### src/uart_eff_defs.vh
`ifndef UART_EFF_DEFS_VH
`define UART_EFF_DEFS_VH

// Register indices on the internal register port
`define IDX_LINE_CONTROL 5'h00
`define IDX_INTERRUPT_ENABLE 5'h01
`define IDX_FIFO_CONTROL 5'h02
`define IDX_MODEM_CONTROL 5'h03
`define IDX_INTERRUPT_STATUS 5'h04
`define IDX_MODEM_STATUS 5'h05
`define IDX_SCRATCHPAD 5'h06
`define IDX_TRIGGER_CONTROL 5'h07
`define IDX_TRIGGER_LEVEL 5'h08
`define IDX_DIVISOR_LOW 5'h09
`define IDX_DIVISOR_HIGH 5'h0a
`define IDX_FRACTIONAL_DIVISOR 5'h0b
`define IDX_ENHANCED_FEATURE 5'h0c
`define IDX_RESUME_CHAR_ONE 5'h0d
`define IDX_RESUME_CHAR_TWO 5'h0e
`define IDX_PAUSE_CHAR_ONE 5'h0f
`define IDX_PAUSE_CHAR_TWO 5'h10
`define IDX_GPIO_CONTROL 5'h11
`define IDX_LINE_STATUS 5'h12

// Reset values
`define RST_LINE_CONTROL 8'h1d
`define RST_INTERRUPT_ENABLE 8'h00
`define RST_FIFO_CONTROL 8'h00
`define RST_MODEM_CONTROL 8'h00
`define RST_SCRATCHPAD 8'hff
`define RST_TRIGGER_CONTROL 8'h0f
`define RST_TRIGGER_LEVEL 8'h00
`define RST_DIVISOR_LOW 8'h01
`define RST_DIVISOR_HIGH 8'h00
`define RST_FRACTIONAL_DIVISOR 8'h00
`define RST_ENHANCED_FEATURE 8'h00
`define RST_FLOW_CHAR 8'h00
`define RST_GPIO_CONTROL 8'h00

// Bits that only change while the enhanced enable is set
`define MASK_IER_ENH 8'hf0
`define MASK_FCR_ENH 8'h30
`define MASK_MCR_ENH 8'he4
`define MASK_ALL_ENH 8'hff

// Enhanced feature control fields
`define EFR_ENH_EN 4
`define EFR_SPECIAL_EN 5
`define EFR_AUTO_RTS 6
`define EFR_AUTO_CTS 7
`define RX_SEL_PAIR_ONE 2'b10
`define RX_SEL_PAIR_TWO 2'b01

// Other field positions
`define IER_RX_DATA 0
`define IER_SPECIAL 5
`define MCR_DTR 0
`define MCR_RTS 1
`define IOC_SOFT_RESET 3

// Receive trigger levels picked by fifo control bits 7:6
`define RX_TRIG_SEL0 7'd8
`define RX_TRIG_SEL1 7'd16
`define RX_TRIG_SEL2 7'd56
`define RX_TRIG_SEL3 7'd60

`endif

### src/special_char_detect.v
`timescale 1ns/1ps
module special_char_detect (
  // Clock and reset
  input wire clk_i,
  input wire reset_i,
  // Received character from the receiver
  input wire char_valid_i,
  input wire [7:0] char_i,
  // Configuration
  input wire special_en_i,
  input wire [1:0] rx_sel_i,
  input wire [7:0] match_char_i,
  // Results
  output reg store_o,
  output reg [7:0] store_data_o,
  output reg special_o,
  output reg xoff_o
);
`include "uart_eff_defs.vh"

  wire match;
  wire swallow;

  // Bit 0 of the register lines up with the first received bit
  assign match = char_valid_i && special_en_i && (char_i == match_char_i); // RULE5
  assign swallow = match && (rx_sel_i == `RX_SEL_PAIR_TWO); // RULE7

  always @(posedge clk_i) begin
    if (reset_i) begin
      store_o <= 1'b0;
      store_data_o <= 8'h00;
      special_o <= 1'b0;
      xoff_o <= 1'b0;
    end else begin
      // Pair one selection falls through to normal storing
      store_o <= char_valid_i && !swallow; // RULE6
      store_data_o <= char_i;
      special_o <= match; // RULE5
      xoff_o <= swallow; // RULE7
    end
  end
endmodule

### src/auto_rts_ctrl.v
`timescale 1ns/1ps
module auto_rts_ctrl (
  // Clock and reset
  input wire clk_i,
  input wire reset_i,
  // Configuration
  input wire auto_en_i,
  input wire sw_rts_i,
  input wire [6:0] halt_level_i,
  input wire [6:0] resume_level_i,
  // Receive fill
  input wire [6:0] rx_fill_i,
  // Pin
  output reg rts_n_o
);

  reg halted_q;
  reg halted_d;

  always @* begin
    halted_d = halted_q;
    if (!auto_en_i || !sw_rts_i) begin
      halted_d = 1'b0;
    end else if (rx_fill_i >= halt_level_i) begin
      halted_d = 1'b1; // RULE8
    end else if (rx_fill_i < resume_level_i) begin
      halted_d = 1'b0; // RULE9
    end
  end

  always @(posedge clk_i) begin
    if (reset_i) begin
      halted_q <= 1'b0;
      rts_n_o <= 1'b1; // RULE18
    end else begin
      halted_q <= halted_d;
      // Auto control only acts once software holds the line asserted
      if (auto_en_i) begin
        rts_n_o <= !sw_rts_i || halted_d; // RULE10
      end else begin
        rts_n_o <= !sw_rts_i; // RULE11
      end
    end
  end
endmodule

### src/uart_enhanced_feature_flow_control.v
`timescale 1ns/1ps
// What this block does
// RULE1 - Enhanced bits accept writes only while the enhanced enable bit is one.
// RULE2 - Clearing the enable freezes enhanced bits until it is set again.
// RULE3 - Reset clears enhanced bits and fractional divisor for legacy behaviour; trigger control still resets to 0x0f.
// RULE4 - Software should normally leave the enhanced enable bit set.
// RULE5 - Special detect compares each received character with pause char two, flags it.
// RULE6 - Pair one receive selection keeps flow control and detection both normal.
// RULE7 - Pair two selection drops matching character, raises pause and special interrupts.
// RULE8 - Auto request-to-send interrupts at trigger level, deasserts at halt level.
// RULE9 - Auto request-to-send reasserts when fill drops below resume level.
// RULE10 - Auto request-to-send acts only after software asserted the line.
// RULE11 - Without hardware flow control request-to-send follows its software bit.
// RULE12 - Auto clear-to-send stops transmit while input high; enables default off.
// RULE13 - Four read/write flow characters: resume one, two, pause one, two.
// RULE14 - Power-up loads divisor high byte 0x00 and low byte 0x01.
// RULE15 - Divisor, scratchpad, flow characters reset only at power-up.
// RULE16 - Reset clears modem status deltas, loads upper bits with inverted inputs.
// RULE17 - Flow selections return to zero before a new selection is written.
// RULE18 - Reset drives transmit, request-to-send, terminal-ready and interrupt outputs high.
module uart_enhanced_feature_flow_control #(
  parameter FILL_W = 7
) (
  // Clock and resets
  input wire clk_i,
  input wire reset_i,
  input wire por_i,
  // Register port from the serial slave front end
  input wire reg_wr_i,
  input wire reg_rd_i,
  input wire [4:0] reg_addr_i,
  input wire [7:0] reg_wdata_i,
  output reg [7:0] reg_rdata_o,
  // Receiver and receive FIFO
  input wire rx_char_valid_i,
  input wire [7:0] rx_char_i,
  input wire [FILL_W-1:0] rx_fill_i,
  output wire rx_store_o,
  output wire [7:0] rx_store_data_o,
  output wire xoff_event_o,
  // Transmitter
  input wire tx_serial_i,
  input wire tx_empty_i,
  input wire thr_empty_i,
  output reg tx_o,
  output reg tx_enable_o,
  // Modem pins
  input wire cts_n_i,
  input wire dsr_n_i,
  input wire ri_n_i,
  input wire cd_n_i,
  output wire rts_n_o,
  output reg dtr_n_o,
  // Interrupt and configuration out
  output reg irq_n_o,
  output reg soft_reset_o,
  output reg [15:0] divisor_o,
  output reg [7:0] fractional_divisor_o
);
`include "uart_eff_defs.vh"

  reg [7:0] line_control_reg_q;
  reg [7:0] interrupt_enable_reg_q;
  reg [7:0] fifo_control_reg_q;
  reg [7:0] modem_control_reg_q;
  reg [7:0] scratchpad_reg_q;
  reg [7:0] trigger_control_reg_q;
  reg [7:0] trigger_level_reg_q;
  reg [7:0] divisor_low_byte_q;
  reg [7:0] divisor_high_byte_q;
  reg [7:0] fractional_divisor_reg_q;
  reg [7:0] enhanced_feature_control_q;
  reg [7:0] flow_resume_char_one_q;
  reg [7:0] flow_resume_char_two_q;
  reg [7:0] flow_pause_char_one_q;
  reg [7:0] flow_pause_char_two_q;
  reg [7:0] gpio_control_reg_q;
  reg special_flag_q;
  reg xoff_flag_q;
  reg [3:0] modem_delta_q;
  reg [3:0] modem_prev_q;
  reg [3:0] modem_meta_q;
  reg [3:0] modem_sync_q;
  reg soft_req_q;
  reg [7:0] rdata_d;

  wire any_reset;
  wire enh_en;
  wire wr_hit;
  wire [3:0] modem_level;
  wire [FILL_W-1:0] rx_trigger;
  wire rx_trig_hit;
  wire det_special;
  wire irq_d;

  // Merge a write, keeping masked bits frozen while not enabled
  function [7:0] gated_write;
    input [7:0] old_val;
    input [7:0] new_val;
    input [7:0] mask;
    input en;
    begin
      if (en) begin
        gated_write = new_val;
      end else begin
        gated_write = (new_val & ~mask) | (old_val & mask);
      end
    end
  endfunction

  // Nibble times four as a FIFO level
  function [FILL_W-1:0] level_x4;
    input [3:0] nib;
    begin
      level_x4 = {{(FILL_W-6){1'b0}}, nib, 2'b00};
    end
  endfunction

  function [FILL_W-1:0] fcr_trigger;
    input [1:0] sel;
    begin
      case (sel)
        2'd0: fcr_trigger = `RX_TRIG_SEL0;
        2'd1: fcr_trigger = `RX_TRIG_SEL1;
        2'd2: fcr_trigger = `RX_TRIG_SEL2;
        default: fcr_trigger = `RX_TRIG_SEL3;
      endcase
    end
  endfunction

  assign any_reset = reset_i || por_i || soft_req_q;
  assign enh_en = enhanced_feature_control_q[`EFR_ENH_EN];
  assign wr_hit = reg_wr_i;
  assign modem_level = ~modem_sync_q;
  assign rx_trigger = (trigger_level_reg_q[7:4] != 4'h0) ? level_x4(trigger_level_reg_q[7:4]) :
    fcr_trigger(fifo_control_reg_q[7:6]);
  assign rx_trig_hit = rx_fill_i >= rx_trigger;

  // Channel registers loaded with their reset values by any reset
  always @(posedge clk_i) begin
    if (any_reset) begin
      line_control_reg_q <= `RST_LINE_CONTROL;
      interrupt_enable_reg_q <= `RST_INTERRUPT_ENABLE; // RULE3
      fifo_control_reg_q <= `RST_FIFO_CONTROL; // RULE3
      modem_control_reg_q <= `RST_MODEM_CONTROL; // RULE3
      trigger_control_reg_q <= `RST_TRIGGER_CONTROL;
      trigger_level_reg_q <= `RST_TRIGGER_LEVEL;
      fractional_divisor_reg_q <= `RST_FRACTIONAL_DIVISOR; // RULE3
      enhanced_feature_control_q <= `RST_ENHANCED_FEATURE; // RULE12
      gpio_control_reg_q <= `RST_GPIO_CONTROL;
    end else if (wr_hit) begin
      case (reg_addr_i)
        `IDX_LINE_CONTROL: begin
          line_control_reg_q <= reg_wdata_i;
        end
        `IDX_INTERRUPT_ENABLE: begin
          interrupt_enable_reg_q <= gated_write(interrupt_enable_reg_q, reg_wdata_i, `MASK_IER_ENH, enh_en); // RULE1
        end
        `IDX_FIFO_CONTROL: begin
          fifo_control_reg_q <= gated_write(fifo_control_reg_q, reg_wdata_i, `MASK_FCR_ENH, enh_en); // RULE1
        end
        `IDX_MODEM_CONTROL: begin
          modem_control_reg_q <= gated_write(modem_control_reg_q, reg_wdata_i, `MASK_MCR_ENH, enh_en); // RULE2
        end
        `IDX_TRIGGER_CONTROL: begin
          trigger_control_reg_q <= gated_write(trigger_control_reg_q, reg_wdata_i, `MASK_ALL_ENH, enh_en); // RULE1
        end
        `IDX_TRIGGER_LEVEL: begin
          trigger_level_reg_q <= gated_write(trigger_level_reg_q, reg_wdata_i, `MASK_ALL_ENH, enh_en); // RULE1
        end
        `IDX_FRACTIONAL_DIVISOR: begin
          fractional_divisor_reg_q <= gated_write(fractional_divisor_reg_q, reg_wdata_i, `MASK_ALL_ENH, enh_en); // RULE2
        end
        `IDX_ENHANCED_FEATURE: begin
          // Selection changes are expected to pass through zero first
          enhanced_feature_control_q <= reg_wdata_i; // RULE17
        end
        `IDX_GPIO_CONTROL: begin
          gpio_control_reg_q <= {reg_wdata_i[7:4], 1'b0, reg_wdata_i[2:0]};
        end
        default: begin
        end
      endcase
    end
  end

  // Power-up only storage; pin and software resets leave it alone
  always @(posedge clk_i) begin
    if (por_i) begin
      divisor_low_byte_q <= `RST_DIVISOR_LOW; // RULE14
      divisor_high_byte_q <= `RST_DIVISOR_HIGH; // RULE14
      scratchpad_reg_q <= `RST_SCRATCHPAD; // RULE15
      flow_resume_char_one_q <= `RST_FLOW_CHAR; // RULE15
      flow_resume_char_two_q <= `RST_FLOW_CHAR;
      flow_pause_char_one_q <= `RST_FLOW_CHAR;
      flow_pause_char_two_q <= `RST_FLOW_CHAR;
    end else if (wr_hit) begin
      case (reg_addr_i)
        `IDX_DIVISOR_LOW: divisor_low_byte_q <= reg_wdata_i;
        `IDX_DIVISOR_HIGH: divisor_high_byte_q <= reg_wdata_i;
        `IDX_SCRATCHPAD: scratchpad_reg_q <= reg_wdata_i;
        `IDX_RESUME_CHAR_ONE: flow_resume_char_one_q <= reg_wdata_i; // RULE13
        `IDX_RESUME_CHAR_TWO: flow_resume_char_two_q <= reg_wdata_i; // RULE13
        `IDX_PAUSE_CHAR_ONE: flow_pause_char_one_q <= reg_wdata_i; // RULE13
        `IDX_PAUSE_CHAR_TWO: flow_pause_char_two_q <= reg_wdata_i; // RULE13
        default: begin
        end
      endcase
    end
  end

  // Software reset pulse; the bit itself never reads back as one
  always @(posedge clk_i) begin
    if (reset_i || por_i || soft_req_q) begin
      soft_req_q <= 1'b0;
    end else begin
      soft_req_q <= wr_hit && (reg_addr_i == `IDX_GPIO_CONTROL) && reg_wdata_i[`IOC_SOFT_RESET];
    end
  end

  // Modem inputs pass two flops; order cd, ri, dsr, cts
  always @(posedge clk_i) begin
    modem_meta_q <= {cd_n_i, ri_n_i, dsr_n_i, cts_n_i};
    modem_sync_q <= modem_meta_q;
  end

  // Deltas: a change in the read cycle survives the clear
  always @(posedge clk_i) begin
    if (any_reset) begin
      modem_delta_q <= 4'h0; // RULE16
      modem_prev_q <= modem_sync_q; // RULE16
    end else begin
      modem_prev_q <= modem_sync_q;
      if (reg_rd_i && (reg_addr_i == `IDX_MODEM_STATUS)) begin
        modem_delta_q <= modem_sync_q ^ modem_prev_q;
      end else begin
        modem_delta_q <= modem_delta_q | (modem_sync_q ^ modem_prev_q);
      end
    end
  end

  special_char_detect u_detect (
    .clk_i(clk_i),
    .reset_i(any_reset),
    .char_valid_i(rx_char_valid_i),
    .char_i(rx_char_i),
    .special_en_i(enhanced_feature_control_q[`EFR_SPECIAL_EN]),
    .rx_sel_i(enhanced_feature_control_q[1:0]),
    .match_char_i(flow_pause_char_two_q),
    .store_o(rx_store_o),
    .store_data_o(rx_store_data_o),
    .special_o(det_special),
    .xoff_o(xoff_event_o)
  );

  auto_rts_ctrl u_rts (
    .clk_i(clk_i),
    .reset_i(any_reset),
    .auto_en_i(enhanced_feature_control_q[`EFR_AUTO_RTS]),
    .sw_rts_i(modem_control_reg_q[`MCR_RTS]),
    .halt_level_i(level_x4(trigger_control_reg_q[3:0])),
    .resume_level_i(level_x4(trigger_control_reg_q[7:4])),
    .rx_fill_i(rx_fill_i),
    .rts_n_o(rts_n_o)
  );

  // Status flags clear on status read, new event wins
  always @(posedge clk_i) begin
    if (any_reset) begin
      special_flag_q <= 1'b0; // RULE3
      xoff_flag_q <= 1'b0;
    end else begin
      if (det_special) begin
        special_flag_q <= 1'b1; // RULE5
      end else if (reg_rd_i && (reg_addr_i == `IDX_INTERRUPT_STATUS)) begin
        special_flag_q <= 1'b0;
      end
      if (xoff_event_o) begin
        xoff_flag_q <= 1'b1; // RULE7
      end else if (reg_rd_i && (reg_addr_i == `IDX_INTERRUPT_STATUS)) begin
        xoff_flag_q <= 1'b0;
      end
    end
  end

  // Trigger interrupt only applies with auto request-to-send enabled
  assign irq_d = (enhanced_feature_control_q[`EFR_AUTO_RTS] && interrupt_enable_reg_q[`IER_RX_DATA]
    && rx_trig_hit) || (special_flag_q && interrupt_enable_reg_q[`IER_SPECIAL]) || xoff_flag_q; // RULE8

  always @* begin
    rdata_d = 8'h00;
    case (reg_addr_i)
      `IDX_LINE_CONTROL: rdata_d = line_control_reg_q;
      `IDX_INTERRUPT_ENABLE: rdata_d = interrupt_enable_reg_q;
      `IDX_FIFO_CONTROL: rdata_d = fifo_control_reg_q;
      `IDX_MODEM_CONTROL: rdata_d = modem_control_reg_q;
      `IDX_INTERRUPT_STATUS: rdata_d = {2'b00, xoff_flag_q, special_flag_q, 3'b000, !irq_d};
      `IDX_MODEM_STATUS: rdata_d = {modem_level, modem_delta_q}; // RULE16
      `IDX_SCRATCHPAD: rdata_d = scratchpad_reg_q;
      `IDX_TRIGGER_CONTROL: rdata_d = trigger_control_reg_q;
      `IDX_TRIGGER_LEVEL: rdata_d = trigger_level_reg_q;
      `IDX_DIVISOR_LOW: rdata_d = divisor_low_byte_q;
      `IDX_DIVISOR_HIGH: rdata_d = divisor_high_byte_q;
      `IDX_FRACTIONAL_DIVISOR: rdata_d = fractional_divisor_reg_q;
      `IDX_ENHANCED_FEATURE: rdata_d = enhanced_feature_control_q;
      `IDX_RESUME_CHAR_ONE: rdata_d = flow_resume_char_one_q;
      `IDX_RESUME_CHAR_TWO: rdata_d = flow_resume_char_two_q;
      `IDX_PAUSE_CHAR_ONE: rdata_d = flow_pause_char_one_q;
      `IDX_PAUSE_CHAR_TWO: rdata_d = flow_pause_char_two_q;
      `IDX_GPIO_CONTROL: rdata_d = gpio_control_reg_q;
      `IDX_LINE_STATUS: rdata_d = {1'b0, tx_empty_i, thr_empty_i, 4'h0, (rx_fill_i != {FILL_W{1'b0}})};
      default: rdata_d = 8'h00;
    endcase
  end

  // Registered outputs
  always @(posedge clk_i) begin
    if (any_reset) begin
      reg_rdata_o <= 8'h00;
      tx_o <= 1'b1; // RULE18
      tx_enable_o <= 1'b1;
      dtr_n_o <= 1'b1; // RULE18
      irq_n_o <= 1'b1; // RULE18
      soft_reset_o <= 1'b0;
      divisor_o <= {`RST_DIVISOR_HIGH, `RST_DIVISOR_LOW};
      fractional_divisor_o <= `RST_FRACTIONAL_DIVISOR;
    end else begin
      reg_rdata_o <= reg_rd_i ? rdata_d : reg_rdata_o;
      tx_o <= tx_serial_i;
      // Stalls between characters is left to the transmitter
      tx_enable_o <= !(enhanced_feature_control_q[`EFR_AUTO_CTS] && modem_sync_q[0]); // RULE12
      dtr_n_o <= !modem_control_reg_q[`MCR_DTR];
      irq_n_o <= !irq_d;
      soft_reset_o <= wr_hit && (reg_addr_i == `IDX_GPIO_CONTROL) && reg_wdata_i[`IOC_SOFT_RESET];
      divisor_o <= {divisor_high_byte_q, divisor_low_byte_q};
      fractional_divisor_o <= fractional_divisor_reg_q;
    end
  end
endmodule

### config.mk
export PLATFORM = sky130hd
export DESIGN_NAME = uart_enhanced_feature_flow_control
export DESIGN_NICKNAME = d
export VERILOG_FILES = /design/src/special_char_detect.v /design/src/auto_rts_ctrl.v /design/src/uart_enhanced_feature_flow_control.v
export VERILOG_INCLUDE_DIRS = /design/src /design/src/src
export SDC_FILE = /design/constraint.sdc
export NUM_CORES = 1
export LEC_CHECK = 0
export ABC_AREA = 0
export BUFFER_PORTS_ARGS = -buffer_cell sky130_fd_sc_hd__clkbuf_2
export CORE_MARGIN = 2
export CORE_UTILIZATION = 59
export CTS_CLUSTER_SIZE = 24
export DETAILED_ROUTE_END_ITERATION = 10
export PLACE_DENSITY = 0.8
export SLEW_MARGIN = 20
export SYNTH_ARGS = -nofsm -noshare
export SYNTH_HDL_FRONTEND = slang
export SYNTH_HIERARCHICAL = 1
export SYNTH_SLANG_ARGS = --single-unit
export TNS_END_PERCENT = 20
### constraint.sdc
create_clock -name clk_i -period 2.3 [get_ports clk_i]
set_clock_uncertainty 0.2 [all_clocks]
set_input_delay 0.46 -clock clk_i [delete_from_list [all_inputs] [get_ports clk_i]]
set_output_delay 0.46 -clock clk_i [all_outputs]
set_load 0.1 [all_outputs]
# Word level (Yosys, flattened, before mapping)
# Cells that the tools add are included.
# W data, S select, Z words.
[totals] regBits=195 in_bits=41 out_inout_bits=48
[classes] n_lt_le_gt_ge=3 eq_ne=22 mux=14 bitwise_logic=6 reduce_logical=46
[op_table] operator="$pmux W8 S19" count=1
[op_table] operator="$eq A5 B4 Y1 const B" count=8
[op_table] operator="$reduce_and A2 Y1" count=13
[op_table] operator="$mux W8" count=3
[op_table] operator="$eq A5 B3 Y1 const B" count=4
[op_table] operator="$pmux W6 S3" count=1
[op_table] operator="$eq A5 B5 Y1 const B" count=3
[op_table] operator="$logic_and A1 B1 Y1" count=12
[op_table] operator="$eq A5 B2 Y1 const B" count=2
[op_table] operator="$reduce_and A3 Y1" count=3
[op_table] operator="$eq A8 B8 Y1" count=1
[op_table] operator="$or A4 B8 Y8" count=1
[op_table] operator="$or A5 B8 Y8" count=1
[op_table] operator="$or A8 B6 Y8" count=1
[op_table] operator="$ge A7 B6 Y1" count=1
[op_table] operator="$ge A7 B7 Y1" count=1
[op_table] operator="$lt A7 B6 Y1" count=1
[op_table] operator="$mux W1" count=7
[op_table] operator="$mux W7" count=1
[op_table] operator="$reduce_bool A7 Y1" count=1
[op_table] operator="$logic_not A1 Y1" count=6
[op_table] operator="$logic_or A1 B1 Y1" count=6
[op_table] operator="$eq A5 B1 Y1 const B" count=1
[op_table] operator="$logic_not A5 Y1" count=1
[op_table] operator="9 further kinds" count=11

# Longest topological paths before layout
[depth] word_depth=9 depth_mapped=9 depth_no_buf=9

# Cells and area by module
# Netlist, hierarchy kept.
[by_module_without_submodules] mod="uart_enhanced_feature_flow_control" instances=1 cells_per_inst=839 area_per_inst_um2=7762.4 seq_area_each_um2=3643.5
[by_module_without_submodules] mod="special_char_detect" instances=1 cells_per_inst=38 area_per_inst_um2=430.4 seq_area_each_um2=220.2
[by_module_without_submodules] mod="auto_rts_ctrl" instances=1 cells_per_inst=57 area_per_inst_um2=419.2 seq_area_each_um2=40.0

# Worst setup path after synthesis
# Ideal clock, no wire load.
[synth_timing] path_type="flip-flop to flip-flop" start="register soft_reset_o (netlist name)" end="register u_detect.store_o" arrival_time_ns=2.422 setup_slack_ns=-0.444 path_stages_with_launch=8 n_path_buf=3 synth_period_minus_slack_ns=2.744 path_cell_list="dfxtp_1 > nor3_1 > inv_1 > clkbuf_1 > buf_1 > clkbuf_1 > inv_1 > o311a_1"
[synth_lines] item="end signal, assigned" line_no="special_char_detect.v:36" rtl="store_o <= char_valid_i && !swallow;"
[synth_lines] item="end, declared" line_no="special_char_detect.v:14" rtl="output reg store_o,"

# Final worst setup path
[layout_timing] start="register trigger_level_reg_q[7]" end="register reg_rdata_o[0]"
[layout_via] elab_chain_cells=8
[layout_lines] item="start, declared" line_no="uart_enhanced_feature_flow_control.v:68" rtl="reg [7:0] trigger_level_reg_q;"
[layout_lines] item="start signal, assigned" line_no="uart_enhanced_feature_flow_control.v:147" rtl="trigger_level_reg_q <= `RST_TRIGGER_LEVEL;"
[layout_lines] item="start signal, assigned" line_no="uart_enhanced_feature_flow_control.v:169" rtl="trigger_level_reg_q <= gated_write(trigger_level_reg_q, reg_wdata_i, `MASK_ALL_ENH, enh_en);"
[layout_lines] item="$reduce_bool A4 Y1" line_no="uart_enhanced_feature_flow_control.v:135" rtl="assign rx_trigger = (trigger_level_reg_q[7:4] != 4'h0) ? level_x4(trigger_level_reg_q[7:4]) :"
[layout_lines] item="$mux W7 *" line_no="uart_enhanced_feature_flow_control.v:135"
[layout_lines] item="$ge A7 B7 Y1 *" line_no="uart_enhanced_feature_flow_control.v:137" rtl="assign rx_trig_hit = rx_fill_i >= rx_trigger;"
[layout_lines] item="$logic_and A1 B1 Y1 *" line_no="uart_enhanced_feature_flow_control.v:287" rtl="assign irq_d = (enhanced_feature_control_q[`EFR_AUTO_RTS] && interrupt_enable_reg_q[`IER_RX_DATA]"
[layout_lines] item="$logic_or A1 B1 Y1 * (2 in series)" line_no="uart_enhanced_feature_flow_control.v:287"
[layout_lines] item="$logic_not A1 Y1 *" line_no="uart_enhanced_feature_flow_control.v:297" rtl="`IDX_INTERRUPT_STATUS: rdata_d = {2'b00, xoff_flag_q, special_flag_q, 3'b000, !irq_d};"
[layout_lines] item="$pmux W8 S19 *" line_no="uart_enhanced_feature_flow_control.v:292" rtl="case (reg_addr_i)"
[layout_lines] item="end signal, assigned" line_no="uart_enhanced_feature_flow_control.v:328" rtl="reg_rdata_o <= reg_rd_i ? rdata_d : reg_rdata_o;"
[layout_lines] item="end, declared" line_no="uart_enhanced_feature_flow_control.v:33" rtl="output reg [7:0] reg_rdata_o,"
# Every way passes the cells marked *; elsewhere a longest branch is shown, timed or not.
# A chain may end at the register's enable or synchronous reset.

==> out/metrics.yaml <==
clock-root-buffer: "clkbuf_16"
finalSetupViolCount: 0
worstHoldStart: "tx_serial_i"
stdcell_area_sq_um: 10500
nNetsFinal: 1142
finalHoldViolCount: 0
syn_avg_cell_area_sq_um: 9.22
route.detailed.drc: 0
vias: 7970
post-place-cells: 1244
power_density_nw_per_um2: 669
placed_cell_area_sq_um: 9830
synth-seq-cells: 195
cts_buffers: 17
whs_ns: 0.0130
period_minus_slack_ns: 2.21
synth_area_sq_um: 8610
seq_area_sq_um: 3920
ys.flop_type: "dfxtp_1"
cp_data_required_time_ns: 2.45
slew_viol_final: 0
core_area_sq_um: 14400
cap_viol_max_count: 0
critical_path_arrival_ns: 2.36
ys_warn_count: 6
fin_cells: 1281
syn2layout_area_growth_pct: 22.0
holdPathEnd: "tx_o"
ys_seq_area_share_pct: 45.3
clk_pin_slew_ns: 0.07
grt_max_degree: 57
ant_nets: 0
fmaxAchievable_mhz: 452
grt_pass1_vias: 7455
final_cell_mix: "189 x dfxtp_1, 100 x nor2_1, 94 x buf_4, 89 x mux2i_1, 88 x clkbuf_2"
cp_max_fo: 4
crit_type: "register to register"
cts.sink_count: 195
post_drt_wl_per_cell_microns: 22.2
yosysTopAreaCellShare_pct: 45.3
crit_start: "trigger_level_reg_q[7]"
synth.area.top_cells: "dfxtp_1 45%, mux2i_1 10%, nor2_1 4.4%, nand2_1 3.6%, a21oi_1 3.0%"
synth_area_leader_cell: "dfxtp_1"
finalCritPeriodShare_pct: 96.2
cts_tree: "built"
outcome: "finished, final reports clean"
path_common_cell: "a311oi_2"
worstSetupEndpointType: "register"
dieArea_sq_um: 15600
antenna_found_initial: 0
async_reset_ff_share_pct: 0
start_util_pct: 59.9
dp_hpwl_microns: 20800
r2r-start: "trigger_level_reg_q[7]"
grt_pass1_wl_microns: 43100
h-tree-depth: 4
drive_gt1_share_pct: 24.5
grt_overflow_total: 0
slowest_delay_ns: 0.37
clk_latency_ns: 0.44
synth_cell_types: 77
r2r_slack_ns: 0.09
fill_cells: 1078
clock_path_buffers: 2
multiInputGateArea_sq_um: 4370
totalWireLength_microns: 28400
top_register: "divisor_o"
p_leak_nw: 4.32
synth-edff-count: 0
io-pin-count: 89
worstReg2RegEnd: "reg_rdata_o[0]"
slowest_stage: "dfxtp_4"
tns_ns: 0
portBuffers: 88
drtIter0Drc: 878
viasPerCell: 6.22
final_util_pct: 73.1
diodes: 0
die-width_microns: 125
slew_headroom_pct: 54.1
rsz0062_at_grt: "no"
startpoint_type: "register"
worstRegToRegCells: 8
dieHeight_microns: 125
mostFrequentLayoutCell: "dfxtp_1"
worstPathCellList: "nor3_4, a21oi_2, ha_1, nor2b_4, a311oi_2, o221a_2, nand3_2, a311oi_2"
largest_reg_flops: 16
place_congestion: 0.988
drtPass1Iterations: 6
worst_slew_pin_slew_ns: 0.689
min_path_cells: 2
peakVddDrop_mv: 0.558
grt.total_usage_pct: 35.9
synth_cells: 934
hold_class: "primary input to register"
num_rows: 44
==> cell usage after synthesis, types with 3 or more instances <==
| cell type | count |
|---|---|
| and3_1 | 18 |
| a22o_1 | 5 |
| inv_1 | 25 |
| a221oi_1 | 4 |
| a32oi_1 | 6 |
| nor2b_1 | 18 |
| nor3_4 | 3 |
| buf_4 | 6 |
| nand2_1 | 82 |
| a211o_1 | 10 |
| nand3_1 | 51 |
| a22oi_1 | 7 |
| a21oi_1 | 52 |
| a2111oi_0 | 3 |
| o21ai_0 | 20 |
| nand2b_1 | 6 |
| a311oi_1 | 3 |
| nand4_1 | 9 |
| dfxtp_1 | 195 |
| nor4_1 | 7 |
| nor2_1 | 100 |
| xor2_1 | 7 |
| a221o_1 | 3 |
| mux2i_1 | 89 |
| a31oi_1 | 8 |
| o2bb2ai_1 | 3 |
| nor2_4 | 4 |
| and2_1 | 28 |
| ha_1 | 17 |
| xnor2_2 | 3 |
| nand3b_1 | 8 |
| mux2_2 | 6 |
| clkbuf_1 | 38 |
| a32o_1 | 6 |
| buf_2 | 20 |
| nand4b_1 | 5 |
| nor3_1 | 5 |
==> how the worst max path moves through the flow <==
stage | to
CTS | reg_rdata_o[0]
global placement | reg_rdata_o[1]
global route | reg_rdata_o[0]
floorplan | u_detect/store_o
detailed placement | reg_rdata_o[1]
finish | reg_rdata_o[0]
==> power breakdown <==
group / total, mW / switching, mW / internal, mW
Clock: 2.97 / 1.42 / 1.56
Combinational: 0.627 / 0.424 / 0.203
Sequential: 3.43 / 0.0222 / 3.41
Total: 7.03 / 1.86 / 5.17
==> worst max-delay path: cells and delay by family, from the launching register on <==
kind / cells / cell delay (ns)
adders and majority gates: 1 / 0.32
DFF: 1 / 0.37
and+or+nand+nor: 3 / 0.40
AOI/OAI and AO/OA: 4 / 0.83
==> through the flow <==
step	setup slack, ns	power (mW)
CTS	0.0350	7.01
floorplan	0.0808	3.84
global route	0.00567	7.22
finish	0.0863	7.03
detailed placement	-0.0889	4.10
global placement	-0.0797	4.10
==> kinds of logic after synthesis <==
logic type      after synthesis  share of synthesized area [%]
mux                          95                           11.1
compound gates              158                           13.0
simple gates                365                           22.0
flops                       195                           45.3
buf+inv                      92                           4.65
fa+ha+maj                    17                           2.47
xor+xnor                     11                           1.38
other cells                   1                         0.0435
==> routing by layer <==
metal  share of wire, %  up-vias  track usage, %
met3                9.2       87            6.53
met1                 41     3806            48.0
met5                  0        -               0
met2                 46      481            57.7
met4                4.2        0            14.8
li1                   -     3596               -
==> cell type report <==
class	count	area share, %
Clock inverter	14	1.40
Inverter	26	0.929
Clock buffer	18	4.18
Multi-Input combinational cell	652	41.6
Tap cell	184	2.19
Sequential cell	195	37.3
Timing Repair Buffer	192	12.4
==> timing repair <==
item                                   CTS  global route
hold buffers                             4             0
setup buffers                            0             1
setup endpoints to repair                1             1
pin swaps                                1             6
resized for setup                        1            13
endpoints found under the hold margin    4             0
Power figures use the tool's default switching activity.
